$ cat config.mk
export PLATFORM = sky130hd
export DESIGN_NAME = ipc_regs
export DESIGN_NICKNAME = d
export VERILOG_FILES = /design/src/hw/ipc_unused_guard.sv /design/src/hw/ipc_pkg.sv /design/src/hw/ipc_regs.sv
export VERILOG_INCLUDE_DIRS = /design/src /design/src/hw
export SDC_FILE = /design/constraint.sdc
export NUM_CORES = 1
export LEC_CHECK = 0
export BUFFER_PORTS_ARGS = -buffer_cell sky130_fd_sc_hd__buf_2
export CAP_MARGIN = 40
export CORE_ASPECT_RATIO = 0.9
export CORE_MARGIN = 5
export CORE_UTILIZATION = 49
export CTS_BUF_LIST = sky130_fd_sc_hd__clkbuf_2
export CTS_CLUSTER_DIAMETER = 80
export DETAILED_ROUTE_END_ITERATION = 16
export PLACE_DENSITY = 0.79
export SYNTH_ARGS = -nofsm -noshare
export SYNTH_HDL_FRONTEND = slang
export SYNTH_SLANG_ARGS = --single-unit
$ cat constraint.sdc
create_clock -name clk -period 21.1 [get_ports clk]
set_clock_uncertainty 0.05 [all_clocks]
set_input_delay 0 -clock clk [delete_from_list [all_inputs] [get_ports clk]]
set_output_delay 0 -clock clk [all_outputs]
set_load 0.01 [all_outputs]
$ cat src/hw/ipc_cfg.svh
// Behaviour
// [RULE1] Three-bit priority field; 111 masks user interrupts
// [RULE2] Upper bit above field forms effective level
// [RULE3] Field is read-only while nesting disabled
// [RULE4] Upper bit shows level above seven; clear-only
// [RULE5] Nesting disable bit in primary control
// [RULE6] Trap events set four trap status bits
// [RULE7] Alternate vector table select bit
// [RULE8] Timed disable status bit, read-only
// [RULE9] Edge polarity selects edge per external input
// [RULE10] Conversion-done flag at bank bit 13
// [RULE11] Serial transmit bit 12, receive bit 11
// [RULE12] Sync serial event bit 10, fault 9
// [RULE13] Timer flags at bits 8, 7, 3
// [RULE14] Compare and capture flags at 6,5,2,1
// [RULE15] External input zero flag at bit 0
// [RULE16] Unimplemented bits read zero, ignore writes
// [RULE17] All implemented bits clear at reset
// [RULE18] Sources set flags; software clears them
// [RULE19] Software can never set the upper bit
// [RULE20] Request only above effective priority level
`ifndef IPC_CFG_SVH
`define IPC_CFG_SVH

// ----------------------------------------
// Register map
// ----------------------------------------
`define IPC_ADDR_W       12
`define IPC_OFS_STATUS   12'h000
`define IPC_OFS_CORE     12'h004
`define IPC_OFS_CTRL1    12'h008
`define IPC_OFS_CTRL2    12'h00C
`define IPC_OFS_FLAGS0   12'h010

// ----------------------------------------
// Field positions
// ----------------------------------------
`define IPC_SR_IPL_LSB   5
`define IPC_SR_IPL_MSB   7
`define IPC_CC_UPPER_BIT 3
`define IPC_IC1_NEST_BIT 15
`define IPC_IC1_TRAP_LSB 1
`define IPC_IC1_TRAP_MSB 4
`define IPC_IC2_ALT_BIT  15
`define IPC_IC2_TIMED_DISABLE_ACTIVE_BIT 14
`define IPC_IC2_POL_LSB  0
`define IPC_IC2_POL_MSB  2
`define IPC_FLG_ADC      13
`define IPC_FLG_SER1_TX  12
`define IPC_FLG_SER1_RX  11
`define IPC_FLG_SYN1_EV  10
`define IPC_FLG_SYN1_FLT 9
`define IPC_FLG_TMR3     8
`define IPC_FLG_TMR2     7
`define IPC_FLG_CMP2     6
`define IPC_FLG_CAP2     5
`define IPC_FLG_TMR1     3
`define IPC_FLG_CMP1     2
`define IPC_FLG_CAP1     1
`define IPC_FLG_EXT0     0
`define IPC_NUM_SRC      16
`define IPC_PRIO_W       3
`define IPC_LVL_W        4
`define IPC_VEC_W        4

// ----------------------------------------
// Values
// ----------------------------------------
`define IPC_IPL_ALL_OFF  3'h7
`define IPC_RST_FIELD    3'h0
`define IPC_RST_BIT      1'h0
`define IPC_RST_TRAPS    4'h0
`define IPC_RST_POL      3'h0
`define IPC_RST_FLAGS    16'h0000
`define IPC_RST_VEC      4'h0
`define IPC_RST_WORD     32'h0000_0000
`define IPC_ZERO16       16'h0000

`endif

$ cat src/hw/ipc_unused_guard.sv
`timescale 1ns/1ns
`default_nettype none
`default_nettype wire

$ cat src/hw/ipc_pkg.sv
`include "ipc_cfg.svh"

package ipc_pkg;

    typedef struct packed {
        logic                   psel;
        logic                   penable;
        logic                   pwrite;
        logic [`IPC_ADDR_W-1:0] paddr;
        logic [31:0]            pwdata;
    } ipc_apb_req_type;

    typedef struct packed {
        logic [31:0] prdata;
        logic        pready;
        logic        pslverr;
    } ipc_apb_rsp_type;

    typedef struct packed {
        logic                   irq_req;
        logic [`IPC_VEC_W-1:0]  irq_vec;
        logic                   alt_vector_select;
        logic [`IPC_LVL_W-1:0]  eff_level;
        logic                   nesting_disable;
        logic [2:0]             ext_edge;
    } ipc_core_out_type;

    typedef struct packed {
        logic                   pready;
        logic                   pslverr;
        logic [31:0]            prdata;
        logic [2:0]             cpu_priority_field;
        logic                   priority_upper_bit;
        logic                   nesting_disable;
        logic [3:0]             trap_flags;
        logic                   alt_vector_select;
        logic                   timed_disable_active;
        logic [2:0]             ext_edge_polarity;
        logic [15:0]            flags;
        logic [2:0]             sync1;
        logic [2:0]             sync2;
        logic [2:0]             ext_prev;
        logic [2:0]             ext_edge;
        logic                   irq_req;
        logic [`IPC_VEC_W-1:0]  irq_vec;
    } ipc_state_type;

endpackage : ipc_pkg

$ cat src/hw/ipc_regs.sv
// Our own choices: the address map and the APB interface to the registers.
`timescale 1ns/1ns
`default_nettype none
`include "ipc_cfg.svh"

module ipc_regs (
    // Clock and control
    input  wire logic                              clk,
    input  wire logic                              srst,
    input  wire logic                              clk_en,
    // Register bus
    input  wire ipc_pkg::ipc_apb_req_type          apb_req,
    output var  ipc_pkg::ipc_apb_rsp_type          apb_rsp,
    // Peripheral and trap sources, one-cycle pulses
    input  wire logic [`IPC_NUM_SRC-1:0]           src_events,
    input  wire logic [3:0]                        trap_events,
    // External interrupt pins, asynchronous
    input  wire logic [2:0]                        ext_pins,
    // CPU core side
    input  wire logic                              timed_disable_in,
    input  wire logic                              cpu_ipl_load,
    input  wire logic [`IPC_LVL_W-1:0]             cpu_ipl_value,
    input  wire logic                              cpu_in_isr,
    input  wire logic [`IPC_NUM_SRC-1:0]           irq_enable,
    input  wire logic [`IPC_NUM_SRC*`IPC_PRIO_W-1:0] irq_priority,
    // Core-facing results
    output var  ipc_pkg::ipc_core_out_type         core_out
);

    // ----------------------------------------
    // Constants
    // ----------------------------------------
    localparam logic [15:0] FLAG_MASK =
        (16'h0001 << `IPC_FLG_ADC)     | (16'h0001 << `IPC_FLG_SER1_TX) | // RULE10 RULE11
        (16'h0001 << `IPC_FLG_SER1_RX) | (16'h0001 << `IPC_FLG_SYN1_EV) | // RULE11 RULE12
        (16'h0001 << `IPC_FLG_SYN1_FLT)| (16'h0001 << `IPC_FLG_TMR3)    | // RULE12 RULE13
        (16'h0001 << `IPC_FLG_TMR2)    | (16'h0001 << `IPC_FLG_TMR1)    | // RULE13
        (16'h0001 << `IPC_FLG_CMP2)    | (16'h0001 << `IPC_FLG_CAP2)    | // RULE14
        (16'h0001 << `IPC_FLG_CMP1)    | (16'h0001 << `IPC_FLG_CAP1)    | // RULE14
        (16'h0001 << `IPC_FLG_EXT0);                                      // RULE15

    function automatic logic [`IPC_PRIO_W-1:0] prio_of(
        input logic [`IPC_NUM_SRC*`IPC_PRIO_W-1:0] bus,
        input logic [`IPC_VEC_W-1:0]               v
    );
        prio_of = bus[v*`IPC_PRIO_W +: `IPC_PRIO_W];
    endfunction : prio_of

    // ----------------------------------------
    // State
    // ----------------------------------------
    ipc_pkg::ipc_state_type state_reg;
    ipc_pkg::ipc_state_type state_next;

    logic                  setup_ph;
    logic                  wr_en;
    logic                  addr_hit;
    logic [15:0]           rd_word;
    logic [15:0]           wd;
    logic [2:0]            edge_seen;
    logic [`IPC_LVL_W-1:0] eff_level;
    logic [15:0]           pending;
    logic                  found;
    logic [`IPC_PRIO_W-1:0] best_prio;
    logic [`IPC_VEC_W-1:0] best_vec;

    assign wd        = apb_req.pwdata[15:0];
    assign setup_ph  = apb_req.psel & ~apb_req.penable;
    assign wr_en     = apb_req.psel & apb_req.penable & apb_req.pwrite & state_reg.pready;
    assign eff_level = {state_reg.priority_upper_bit, state_reg.cpu_priority_field}; // RULE2

    // ----------------------------------------
    // Read decode
    // ----------------------------------------
    always_comb begin
        rd_word  = `IPC_ZERO16;
        addr_hit = 1'b1;
        case (apb_req.paddr)
            `IPC_OFS_STATUS: begin
                rd_word[`IPC_SR_IPL_MSB:`IPC_SR_IPL_LSB] = state_reg.cpu_priority_field; // RULE1
            end
            `IPC_OFS_CORE: begin
                rd_word[`IPC_CC_UPPER_BIT] = state_reg.priority_upper_bit; // RULE4
            end
            `IPC_OFS_CTRL1: begin
                rd_word[`IPC_IC1_NEST_BIT] = state_reg.nesting_disable; // RULE5
                rd_word[`IPC_IC1_TRAP_MSB:`IPC_IC1_TRAP_LSB] = state_reg.trap_flags; // RULE6
            end
            `IPC_OFS_CTRL2: begin
                rd_word[`IPC_IC2_ALT_BIT]  = state_reg.alt_vector_select; // RULE7
                rd_word[`IPC_IC2_TIMED_DISABLE_ACTIVE_BIT] = state_reg.timed_disable_active; // RULE8
                rd_word[`IPC_IC2_POL_MSB:`IPC_IC2_POL_LSB] = state_reg.ext_edge_polarity; // RULE9
            end
            `IPC_OFS_FLAGS0: begin
                rd_word = state_reg.flags & FLAG_MASK; // RULE16
            end
            default: begin
                addr_hit = 1'b0;
            end
        endcase
    end

    // ----------------------------------------
    // Next state
    // ----------------------------------------
    always_comb begin
        state_next = state_reg;

        // Bus slave: answer in the first access cycle
        state_next.pready = setup_ph & ~state_reg.pready;
        if (setup_ph) begin
            state_next.prdata  = {16'h0000, rd_word};
            state_next.pslverr = ~addr_hit;
        end else begin
            state_next.prdata  = `IPC_RST_WORD;
            state_next.pslverr = 1'b0;
        end

        // External pin synchroniser and edge detect
        state_next.sync1    = ext_pins;
        state_next.sync2    = state_reg.sync1;
        state_next.ext_prev = state_reg.sync2;
        edge_seen = (state_reg.sync2 & ~state_reg.ext_prev & ~state_reg.ext_edge_polarity) |
                    (~state_reg.sync2 & state_reg.ext_prev & state_reg.ext_edge_polarity); // RULE9
        state_next.ext_edge = edge_seen;

        // Status mirror from the core
        state_next.timed_disable_active = timed_disable_in; // RULE8

        // Software writes
        if (wr_en) begin
            case (apb_req.paddr)
                `IPC_OFS_STATUS: begin
                    if (!state_reg.nesting_disable) begin // RULE3
                        state_next.cpu_priority_field = wd[`IPC_SR_IPL_MSB:`IPC_SR_IPL_LSB];
                    end
                end
                `IPC_OFS_CORE: begin
                    // Writing zero clears; writing one is ignored
                    if (!wd[`IPC_CC_UPPER_BIT]) begin // RULE4 RULE19
                        state_next.priority_upper_bit = 1'b0;
                    end
                end
                `IPC_OFS_CTRL1: begin
                    state_next.nesting_disable = wd[`IPC_IC1_NEST_BIT]; // RULE5
                    state_next.trap_flags = wd[`IPC_IC1_TRAP_MSB:`IPC_IC1_TRAP_LSB];
                end
                `IPC_OFS_CTRL2: begin
                    state_next.alt_vector_select = wd[`IPC_IC2_ALT_BIT]; // RULE7
                    state_next.ext_edge_polarity = wd[`IPC_IC2_POL_MSB:`IPC_IC2_POL_LSB];
                end
                `IPC_OFS_FLAGS0: begin
                    state_next.flags = wd & FLAG_MASK; // RULE16 RULE18
                end
                default: begin
                    state_next.flags = state_next.flags;
                end
            endcase
        end

        // Core level load wins over software
        if (cpu_ipl_load) begin
            state_next.priority_upper_bit = cpu_ipl_value[`IPC_LVL_W-1];
            state_next.cpu_priority_field = cpu_ipl_value[`IPC_PRIO_W-1:0];
        end

        // Hardware sets win over software clears
        state_next.trap_flags = state_next.trap_flags | trap_events; // RULE6
        state_next.flags = state_next.flags | (src_events & FLAG_MASK); // RULE18
        if (edge_seen[0]) begin
            state_next.flags[`IPC_FLG_EXT0] = 1'b1; // RULE15
        end

        // Arbitration: highest priority, lowest vector on a tie
        pending   = state_reg.flags & irq_enable & FLAG_MASK;
        found     = 1'b0;
        best_prio = 3'h0;
        best_vec  = `IPC_RST_VEC;
        for (int i = 0; i < `IPC_NUM_SRC; i++) begin
            if (pending[i] && (!found || prio_of(irq_priority, i[3:0]) > best_prio)) begin
                found     = 1'b1;
                best_prio = prio_of(irq_priority, i[3:0]);
                best_vec  = i[3:0];
            end
        end
        // Level seven or above blocks every user source
        state_next.irq_req = found && ({1'b0, best_prio} > eff_level) && // RULE20 RULE1
                             !(state_reg.nesting_disable && cpu_in_isr); // RULE5
        state_next.irq_vec = best_vec;
    end

    // ----------------------------------------
    // Registers
    // ----------------------------------------
    always_ff @(posedge clk) begin
        if (srst) begin
            state_reg.pready               <= 1'b0;
            state_reg.pslverr              <= 1'b0;
            state_reg.prdata               <= `IPC_RST_WORD;
            state_reg.cpu_priority_field   <= `IPC_RST_FIELD; // RULE17
            state_reg.priority_upper_bit   <= `IPC_RST_BIT;
            state_reg.nesting_disable      <= `IPC_RST_BIT;
            state_reg.trap_flags           <= `IPC_RST_TRAPS;
            state_reg.alt_vector_select    <= `IPC_RST_BIT;
            state_reg.timed_disable_active <= `IPC_RST_BIT;
            state_reg.ext_edge_polarity    <= `IPC_RST_POL;
            state_reg.flags                <= `IPC_RST_FLAGS;
            state_reg.sync1                <= 3'h0;
            state_reg.sync2                <= 3'h0;
            state_reg.ext_prev             <= 3'h0;
            state_reg.ext_edge             <= 3'h0;
            state_reg.irq_req              <= 1'b0;
            state_reg.irq_vec              <= `IPC_RST_VEC;
        end else if (clk_en) begin
            state_reg <= state_next;
        end
    end

    // ----------------------------------------
    // Outputs
    // ----------------------------------------
    assign apb_rsp.prdata             = state_reg.prdata;
    assign apb_rsp.pready             = state_reg.pready;
    assign apb_rsp.pslverr            = state_reg.pslverr;
    assign core_out.irq_req           = state_reg.irq_req;
    assign core_out.irq_vec           = state_reg.irq_vec;
    assign core_out.alt_vector_select = state_reg.alt_vector_select; // RULE7
    assign core_out.eff_level         = {state_reg.priority_upper_bit,
                                         state_reg.cpu_priority_field}; // RULE2
    assign core_out.nesting_disable   = state_reg.nesting_disable;
    assign core_out.ext_edge          = state_reg.ext_edge;

    logic wr_sr;
    logic wr_cc;
    assign wr_sr = wr_en && apb_req.paddr == `IPC_OFS_STATUS;
    assign wr_cc = wr_en && apb_req.paddr == `IPC_OFS_CORE;
endmodule : ipc_regs
`default_nettype wire

Word-level counts from Yosys, hierarchy flattened:

Cells that the tools add are included.
Widths: inputs -> output; s select.

* logic and storage cells: 163
* register bits after elaboration: 81
* output and inout bits: 48
* input bits: 144

* mux-type cells: 59
* magnitude comparators: 13
* equal/unequal tests: 6
* reductions and logical operators: 49
* bitwise operators: 19

Operators by type and width (count)
* $mux 4: 12
* $mux 3: 15
* $gt 3x3->1: 12
* $mux 33: 1
* $mux 16: 2
* $eq 12x4->1 const B: 2
* $mux 1: 21
* $or 16x14->16: 1
* $logic_and 1x1->1: 15
* $and 14x14->14: 1
* $logic_not 1->1: 13
* $and 3x3->3: 4
* $eq 12x3->1 const B: 1
* $eq 12x5->1 const B: 1
* $logic_not 12->1: 1
* $logic_or 1x1->1: 12
* $mux 10: 1
* $not 3->3: 3
* $reduce_and 4->1: 2
* $mux 6: 1
* $pmux 2 s3: 1
* $pmux 3 s2: 1
* $reduce_and 3->1: 2
* $reduce_bool 2->1: 3
* 11 further kinds: 18

Depth between registers and ports, before layout:

Gate-level depths: netlist of run 1.

* depth after elaboration: 53
* mapped depth: 93
* depth with buffers taken out: 93

Worst setup path after synthesis of run 1:

Ideal clock, no wire load.

* path type: register -> register
* start point: register state_reg[17] in the netlist's numbering
* end point: register state_reg (netlist bit core_out[13])
* setup time: 0.128 ns
* period minus slack after synthesis: 16.897 ns
* stages on the path, launching flop included: 87
* setup slack: 4.203 ns
* required time: 20.922 ns
* path buffers: 0
* arrival time: 16.720 ns
* path through: dfxtp_1 -> and2_1 -> nand2_1 -> ha_1 -> and3b_1 -> o21a_1 -> a21o_1 -> and2_1 -> ha_1 -> and3b_1 -> o21ai_0 -> a211oi_1 -> a31o_2 -> ha_1 -> a21oi_1 -> a21oi_1 -> o21bai_1 -> mux2i_1 -> (+51 left out) -> o21ai_0 -> nand2_1 -> nand3_1 -> mux2_2 -> ha_1 -> nor2b_1 -> o21ai_0 -> inv_1 -> o21ai_0 -> a21oi_1 -> nor2b_1 -> a221oi_1 -> ha_1 -> a21o_1 -> a21oi_1 -> nor3_1 -> a21oi_1 -> nor2_1

* cells in the longest elaborated chain, start to end: 53
* elaborated cells between the ends (all ways): 78
* those cells by class: 13 x order compare; 26 x mux; 1 x bitwise; 38 x reduce/logical

RTL lines
* start: declaration: RTL line ipc_regs.sv:52 `ipc_pkg::ipc_state_type state_reg;`
* start signal: assignment: RTL line ipc_regs.sv:215 `state_reg <= state_next;`
* $and 14x14->14 *: RTL line ipc_regs.sv:175 `pending = state_reg.flags & irq_enable & FLAG_MASK;`
* $mux 3 / $mux 1 (equally long branches): RTL line ipc_regs.sv:180 `if (pending[i] && (!found || prio_of(irq_priority, i[3:0]) > best_prio)) begin`
* $gt 3x3->1 / $logic_not 1->1 (equally long branches): RTL line ipc_regs.sv:180
* $logic_or 1x1->1: RTL line ipc_regs.sv:180
* $logic_and 1x1->1: RTL line ipc_regs.sv:180
* $mux 3 / $mux 1 (equally long branches): RTL line ipc_regs.sv:180
* $gt 3x3->1 / $logic_not 1->1 (equally long branches): RTL line ipc_regs.sv:180
* $logic_or 1x1->1: RTL line ipc_regs.sv:180
* (+36 left out)
* $logic_and 1x1->1: RTL line ipc_regs.sv:180
* $mux 3 / $mux 1 (equally long branches): RTL line ipc_regs.sv:180
* $gt 3x3->1 / $logic_not 1->1 (equally long branches): RTL line ipc_regs.sv:180
* $logic_or 1x1->1: RTL line ipc_regs.sv:180
* $logic_and 1x1->1: RTL line ipc_regs.sv:180
* $mux 3: RTL line ipc_regs.sv:180
* $gt 3x4->1: RTL line ipc_regs.sv:187 `state_next.irq_req = found && ({1'b0, best_prio} > eff_level) &&`
* $logic_and 1x1->1 * (2 in series): RTL line ipc_regs.sv:187

Every way passes the cells marked *; elsewhere a longest branch is shown, timed or not.
A chain may end at the register's enable or synchronous reset.

Worst setup path in the final report of run 1:

Same ends and word-level chain as after synthesis.

==> impl_metrics.env, run 1 <==
export IMPL_ys_async_sr_fraction_pct=0
export IMPL_largest_reg_flops=24
export IMPL_p_seq_share_pct=36.7
export IMPL_cts_made_buffers=9
export IMPL_yosysWarnings=0
export IMPL_wl_met3_um=1127
export IMPL_netlist_instances=621
export IMPL_numClockSinks=62
export IMPL_io_pins=192
export IMPL_yosysSeqAreaShare_pct=26.25
export IMPL_core_area_sq_mm=0.009529
export IMPL_rsz0062_at_grt="false"
export IMPL_p_switching_uw=117.0
export IMPL_p_comb_share_pct=36.2
export IMPL_antenna_found_initial=0
export IMPL_wl_um=15660
export IMPL_worst_path_buf_inv=3
export IMPL_synth_edf_count=0
export IMPL_drv_cap=0
export IMPL_grt_pass1_wl_um=24340
export IMPL_dpl_hpwl_um=11310
export IMPL_grtUsageTotal_pct=25.76
export IMPL_wl_met1_um=6226
export IMPL_pwr_share_clk_pct=27.1
export IMPL_wl_per_cell_um=17.00
export IMPL_slew_viol_final=0
export IMPL_finalHoldViolations=1
export IMPL_synth_area_sq_mm=0.004728
export IMPL_cts_tree="yes"
export IMPL_fp_dieH_um=103.2
export IMPL_hold_slack_ns=-0.02736
export IMPL_post_synth_cell_area_avg_sq_um=7.614
export IMPL_drt_pre_antenna_iters=6
export IMPL_yosysTopAreaCell="dfxtp_1"
export IMPL_slowest_delay_ns=0.55
export IMPL_hold_path_class="input port to flop"
export IMPL_n_antenna_cell=0
export IMPL_setup_tns_ns=0
export IMPL_viasPerCell=5.704
export IMPL_power_density_mw_per_mm2=57.14
export IMPL_worst_ep_arrival_time_ns=19.97
export IMPL_drive_above_1_share_pct=23.27
export IMPL_synth_top_cells_by_count="nand2_1, nor2_1, dfxtp_1"
export IMPL_power_internal_uw=231.0
export IMPL_overflow=0
export IMPL_vias=5253
export IMPL_die_x_um=113.5
export IMPL_min_period_over_period_pct=92.91
export IMPL_nets=970
export IMPL_grt_max_degree=51
export IMPL_insertion_delay_ns=0.51
export IMPL_ys_seq_elements=62
export IMPL_grt_pass1_vias=5195
export IMPL_critPathSlowestCell="dlygate4sd3_1"
export IMPL_maxSlewHeadroom_pct=49.68
export IMPL_setup_viol=0
export IMPL_ant_nets=0
export IMPL_h_tree_depth=3
export IMPL_fin_crit_ns=19.60
export IMPL_crit_fanout=9
export IMPL_synth_top_area_share_pct=26.25
export IMPL_critPathMostFrequentCell="ha_1"
export IMPL_final_core_util_pct=63.92
export IMPL_netlist_top_cells_area="dfxtp_1, ha_1, buf_4, nand2_1, nor2_1"
export IMPL_swShare_pct=33.62
export IMPL_end_kind="flop"
export IMPL_portBuffers=143
export IMPL_synthToLayoutAreaGrowth_pct=28.82
export IMPL_post_cts_buffers=0
export IMPL_synth_cell_types=60
export IMPL_path_class="flop to flop"
export IMPL_synth_flop_cell="dfxtp_1"
export IMPL_leakagePower_uw=0.002898
export IMPL_fmax_ghz=0.05101
export IMPL_crit_required_ns=21.47
export IMPL_cp_start_kind="flop"
export IMPL_wl_met2_um=7501
export IMPL_clkSlewWorstSetupHoldPaths_ns=0.18
export IMPL_status="finished, violations left"
export IMPL_drt_iter0_drc=409
export IMPL_drc=0
export IMPL_tightest_slew_ns=0.7548
export IMPL_cp_top_family="compound AO/OA/AOI/OAI gates"
export IMPL_clock_path_buffers=2
export IMPL_top_layer="met4"
export IMPL_start_util_pct=49.62
export IMPL_gp_congestion=0.8884
export IMPL_num_rows=34
export IMPL_cts_root_buf="clkbuf_2"
export IMPL_dieArea_sq_mm=0.01172
export IMPL_violations="negative hold slack"
export IMPL_vdd_drop_max_v=0.00003031
==> through the flow <==
step / setup slack [ns] / instances / hold slack (ns) / total power (uW) / cell area [sq um]
2_1_floorplan: 4.203 / 636 / 0.09394 / 209.4 / 4785
3_3_place_gp: 1.932 / 837 / 0.1895 / 233.8 / 5226
3_5_place_dp: 1.247 / 840 / 0.2042 / 240.9 / 5256
4_1_cts: 0.6130 / 921 / 0.02419 / 344.5 / 6066
5_1_grt: 0.04845 / 921 / 0.02096 / 368.3 / 6091
6_report: 1.497 / 921 / -0.02736 / 348.0 / 6091
==> layer usage <==
metal / vias to the layer above / global-route usage (%)
li1: 2512 / -
met4: 0 / 14.14
met2: 257 / 44.36
met3: 71 / 5.701
met1: 2413 / 30.09
met5: - / 0
==> logic make-up (layout without fill, tap and decap cells) <==
kind of cell,count (synthesis),in the layout,synth area share (%)
flip-flops,62,62,26.25
AND/OR/NAND/NOR,230,230,21.91
buffers and inverters,102,261,11.91
multiplexers,32,32,7.039
adder cells (fa/ha/maj),35,35,9.262
other,1,16,0.07931
AO/OA/AOI/OAI,159,159,23.55
==> what timing repair did <==
action | CTS | global route
endpoints found under the hold margin | 48 | 0
hold buffers | 66 | 0
setup endpoints to repair | 0 | 1
gates resized for setup | 0 | 7
==> path summary, 6_finish.rpt <==
kind,slack [ns],from,depth (start not counted),end
worst max-delay path,1.50,state_reg[17]$_SDFFE_PP0P_,88,core_out[13]$_SDFFE_PP0P_
worst max register to register,1.50,state_reg[17]$_SDFFE_PP0P_,88,core_out[13]$_SDFFE_PP0P_
worst min register to register,0.46,apb_rsp[8]$_SDFFE_PP0P_,2,apb_rsp[8]$_SDFFE_PP0P_
worst min-delay path,-0.03,irq_enable[11],4,core_out[12]$_SDFFE_PP0P_
==> worst register-to-register path, delay by kind of cell (launching register included) <==
kind	cells	cell delay, ns
fa+ha+maj	13	3.77
compound gates	45	9.65
buf+inv	3	0.75
flops	1	0.54
simple gates	22	3.04
mux	5	1.75
==> cells in the final DEF (no fill, tap or decap), drive strengths merged, types with 20 or more instances in the layout <==
cell type / n
nor2: 77
o21ai: 20
mux2i: 25
dfxtp: 62
buf: 147
a21oi: 37
ha: 35
nand2: 77
dlygate4sd3: 66
inv: 33
a31oi: 21
==> layout make-up <==
type / instances / area, sq um
clock buffer: 10 / 50.05
clock inverter: 5 / 98.84
fill: 813 / 3438
inverter: 33 / 123.9
multi-input combinational: 472 / 3005
sequential: 62 / 1241
tap: 126 / 157.7
timing repair buffer: 213 / 1414
==> power by group through the flow <==
stage	Combinational, uW	Clock (uW)	Sequential (uW)
6_report	126	94.4	128
5_1_grt	140	99.7	128
4_1_cts	122	95.2	127
3_5_place_dp	111	0	130
3_3_place_gp	104	0	130
2_1_floorplan	81.8	0	128
Power figures use the tool's default switching activity.
==> inputs of run 2 (changes only) <==
--- a/config.mk
+++ b/config.mk
@@ -6,15 +6,19 @@
 export SDC_FILE = /design/constraint.sdc
 export NUM_CORES = 1
 export LEC_CHECK = 0
+export ABC_AREA = 1
 export BUFFER_PORTS_ARGS = -buffer_cell sky130_fd_sc_hd__buf_2
 export CAP_MARGIN = 40
+export CELL_PAD_IN_SITES_DETAIL_PLACEMENT = 1
+export CELL_PAD_IN_SITES_GLOBAL_PLACEMENT = 1
 export CORE_ASPECT_RATIO = 0.9
 export CORE_MARGIN = 5
-export CORE_UTILIZATION = 49
+export CORE_UTILIZATION = 34
 export CTS_BUF_LIST = sky130_fd_sc_hd__clkbuf_2
 export CTS_CLUSTER_DIAMETER = 80
 export DETAILED_ROUTE_END_ITERATION = 16
-export PLACE_DENSITY = 0.79
+export PLACE_DENSITY = 0.81
+export RECOVER_POWER = 100
 export SYNTH_ARGS = -nofsm -noshare
 export SYNTH_HDL_FRONTEND = slang
 export SYNTH_SLANG_ARGS = --single-unit
==> impl_metrics.env, run 2 <==
export IMPL_status="finished, violations left"
export IMPL_violations="max-capacitance violations, max-slew violations"
export IMPL_hp_start="irq_priority[32]"
export IMPL_r2r_start="state_reg[17]$_SDFFE_PP0P_"
export IMPL_critPathMostFrequentCell="nand2_1"
export IMPL_antenna_found_initial=2
export IMPL_path_class="flop to flop"
export IMPL_largest_reg_flops=24
export IMPL_min_period_over_period_pct=78.64
export IMPL_power_density_mw_per_mm2=53.79
export IMPL_fin_cells=1111
export IMPL_clock_path_buffers=2
export IMPL_io_pins=192
export IMPL_viasPerCell=4.815
export IMPL_setup_viol=0
export IMPL_drc=0
export IMPL_r2r_end="core_out[13]$_SDFFE_PP0P_"
export IMPL_num_rows=41
export IMPL_synth_most_common_cell="nand2_1"
export IMPL_vias=5349
export IMPL_finalHoldViolations=0
export IMPL_hold_path_class="input port to flop"
export IMPL_dieArea_sq_mm=0.01662
export IMPL_dpl_hpwl_um=12530
export IMPL_fmax_ghz=0.06027
export IMPL_yosysWarnings=0
export IMPL_crit_fanout=9
export IMPL_wl_um=16770
export IMPL_ff2ff_path_depth=115
export IMPL_drt_iter0_drc=234
export IMPL_drive_above_1_share_pct=17.88
export IMPL_synthToLayoutAreaGrowth_pct=27.86
export IMPL_gp_congestion=0.8430
export IMPL_slew_viol_final=77
export IMPL_maxSlewHeadroom_pct=-28.81
export IMPL_mostFrequentLayoutCells="nand2_1, buf_2, inv_1, dlygate4sd3_1"
export IMPL_grtUsageTotal_pct=20.23
export IMPL_worst_ep_arrival_time_ns=16.96
export IMPL_synth_cell_types=36
export IMPL_fp_dieH_um=122.8
export IMPL_portBuffers=143
export IMPL_fin_crit_ns=16.59
export IMPL_slowest_delay_ns=0.58
export IMPL_overflow=0
export IMPL_netlist_top_cells_area="dfxtp_1, nand2_1, ha_1, inv_1, buf_4"
export IMPL_post_cts_buffers=0
export IMPL_synth_flop_cell="dfxtp_1"
export IMPL_ys_seq_elements=62
export IMPL_clkSlewWorstSetupHoldPaths_ns=0.20
export IMPL_drt_pre_antenna_iters=4
export IMPL_tightest_slew_ns=1.932
export IMPL_place_area_sq_mm=0.005445
export IMPL_rsz0062_at_grt="false"
export IMPL_grt_pass1_wl_um=27140
export IMPL_final_common_cell="nand2_1"
export IMPL_ant_nets=0
export IMPL_hold_depth=6
export IMPL_wl_per_cell_um=15.09
export IMPL_vdd_drop_max_v=0.00002186
export IMPL_rrSetupSlack_ns=4.51
export IMPL_place_inst=1031
export IMPL_cts_tree="yes"
export IMPL_finalInstanceArea_sq_mm=0.006145
export IMPL_min_to="core_out[11]$_SDFFE_PP0P_"
export IMPL_crit_required_ns=21.47
export IMPL_end_kind="flop"
export IMPL_setup_tns_ns=0
export IMPL_cts_root_buf="clkbuf_2"
export IMPL_leakagePower_uw=0.003120
export IMPL_synth_top_cells_by_count="nand2_1, inv_1, dfxtp_1, nand3_1"
export IMPL_critPathSlowestCell="dlygate4sd3_1"
export IMPL_drv_cap=2
export IMPL_insertion_delay_ns=0.49
export IMPL_yosysSeqAreaShare_pct=25.83
export IMPL_cts_made_buffers=9
export IMPL_yosysTopAreaCell="dfxtp_1"
export IMPL_h_tree_depth=3
export IMPL_ys_async_sr_fraction_pct=0
export IMPL_netlist_instances=741
export IMPL_cp_start_kind="flop"
export IMPL_synth_edf_count=0
export IMPL_grt_max_degree=41
export IMPL_grt_pass1_vias=5650
export IMPL_core_area_sq_mm=0.01395
export IMPL_nets=1092
export IMPL_post_synth_cell_area_avg_sq_um=6.486
export IMPL_die_x_um=135.3
export IMPL_synth_area_sq_mm=0.004806
export IMPL_numClockSinks=62
export IMPL_start_util_pct=34.44
export IMPL_synth_top_area_share_pct=25.83
## run 2: cell count changes after synthesis, sizes merged, moves of 12 or more
| cell | before | now |
|---|---|---|
| nand2 | 77 | 203 |
| inv | 33 | 103 |
| nand3 | 15 | 70 |
| nor2 | 77 | 31 |
| o21ai | 20 | 61 |
| mux2i | 25 | 0 |
| a31oi | 21 | 9 |
## run 2: cell type report
| class | instances | area (sq um) |
|---|---|---|
| Antenna cell | 1 | 2.502 |
| Clock inverter | 6 | 77.57 |
| Tap cell | 193 | 241.5 |
| Clock buffer | 9 | 45.04 |
| Timing Repair Buffer | 212 | 1344 |
| Sequential cell | 62 | 1241 |
| Fill cell | 1903 | 7809 |
| Inverter | 105 | 394.1 |
| Multi-Input combinational cell | 523 | 2799 |
## run 2: timing repair
item / 4_1_cts / 5_1_grt
gates resized for setup: 0 / 0
endpoints found under the hold margin: 53 / 0
hold buffers: 64 / 0
## run 2: kinds of logic (layout without fill, tap and decap cells)
logic type               after synthesis  in the layout  synth area share [%]
AND/OR/NAND/NOR                      331            331                 31.58
buffers and inverters                171            332                 17.10
AO/OA/AOI/OAI                        141            141                 16.30
flip-flops                            62             62                 25.83
adder cells (fa/ha/maj)               35             35                 9.112
other                                  1             17               0.07803
## run 2: how the worst max path moves through the flow
stage	end	cells past startpoint	slack, ns	start
after floorplan	core_out[13]$_SDFFE_PP0P_	118	8.18	state_reg[17]$_SDFFE_PP0P_
after global placement	core_out[13]$_SDFFE_PP0P_	113	6.47	state_reg[17]$_SDFFE_PP0P_
after detailed placement	core_out[13]$_SDFFE_PP0P_	116	6.06	state_reg[17]$_SDFFE_PP0P_
after CTS	core_out[13]$_SDFFE_PP0P_	118	4.87	state_reg[17]$_SDFFE_PP0P_
after global routing	core_out[13]$_SDFFE_PP0P_	118	2.47	state_reg[17]$_SDFFE_PP0P_
final	core_out[13]$_SDFFE_PP0P_	115	4.51	state_reg[17]$_SDFFE_PP0P_
## run 2: layer usage
| layer | vias to the layer above | GRT usage, % | part of all wire, % |
|---|---|---|---|
| li1 | 2703 | - | - |
| met1 | 2473 | 25.78 | 46 |
| met2 | 146 | 35.20 | 47 |
| met3 | 25 | 4.098 | 5.6 |
| met4 | 2 | 4.912 | 1.6 |
| met5 | - | 0 | 0.078 |
## run 2: where the power goes
| part | internal, uW | total (uW) | switching [uW] |
|---|---|---|---|
| registers | 123 | 128 | 4.69 |
| clock network | 37.5 | 81.6 | 44.1 |
| logic | 52.4 | 121 | 69.0 |
| total | 213 | 331 | 118 |
## run 2: per-stage QoR
step                setup WS (ns)  hold WS (ns)  total power (uW)  util (%)
floorplan                   8.180       0.08491             210.0         -
CTS                         4.867      0.005836             333.7     44.49
global route                2.471       0.03744             358.0     44.04
global placement            6.469        0.1781             236.5     38.84
detailed placement          6.062        0.1835             240.8     39.02
finish                      4.508       0.04743             330.5     44.04
## run 2: worst max-delay path, delay by kind of cell (launching register included)
kind / cells / cell delay, ns
flip-flops: 1 / 0.50
AND/OR/NAND/NOR: 65 / 6.28
AO/OA/AOI/OAI: 25 / 3.86
adder cells (fa/ha/maj): 13 / 3.93
buffers and inverters: 12 / 1.90
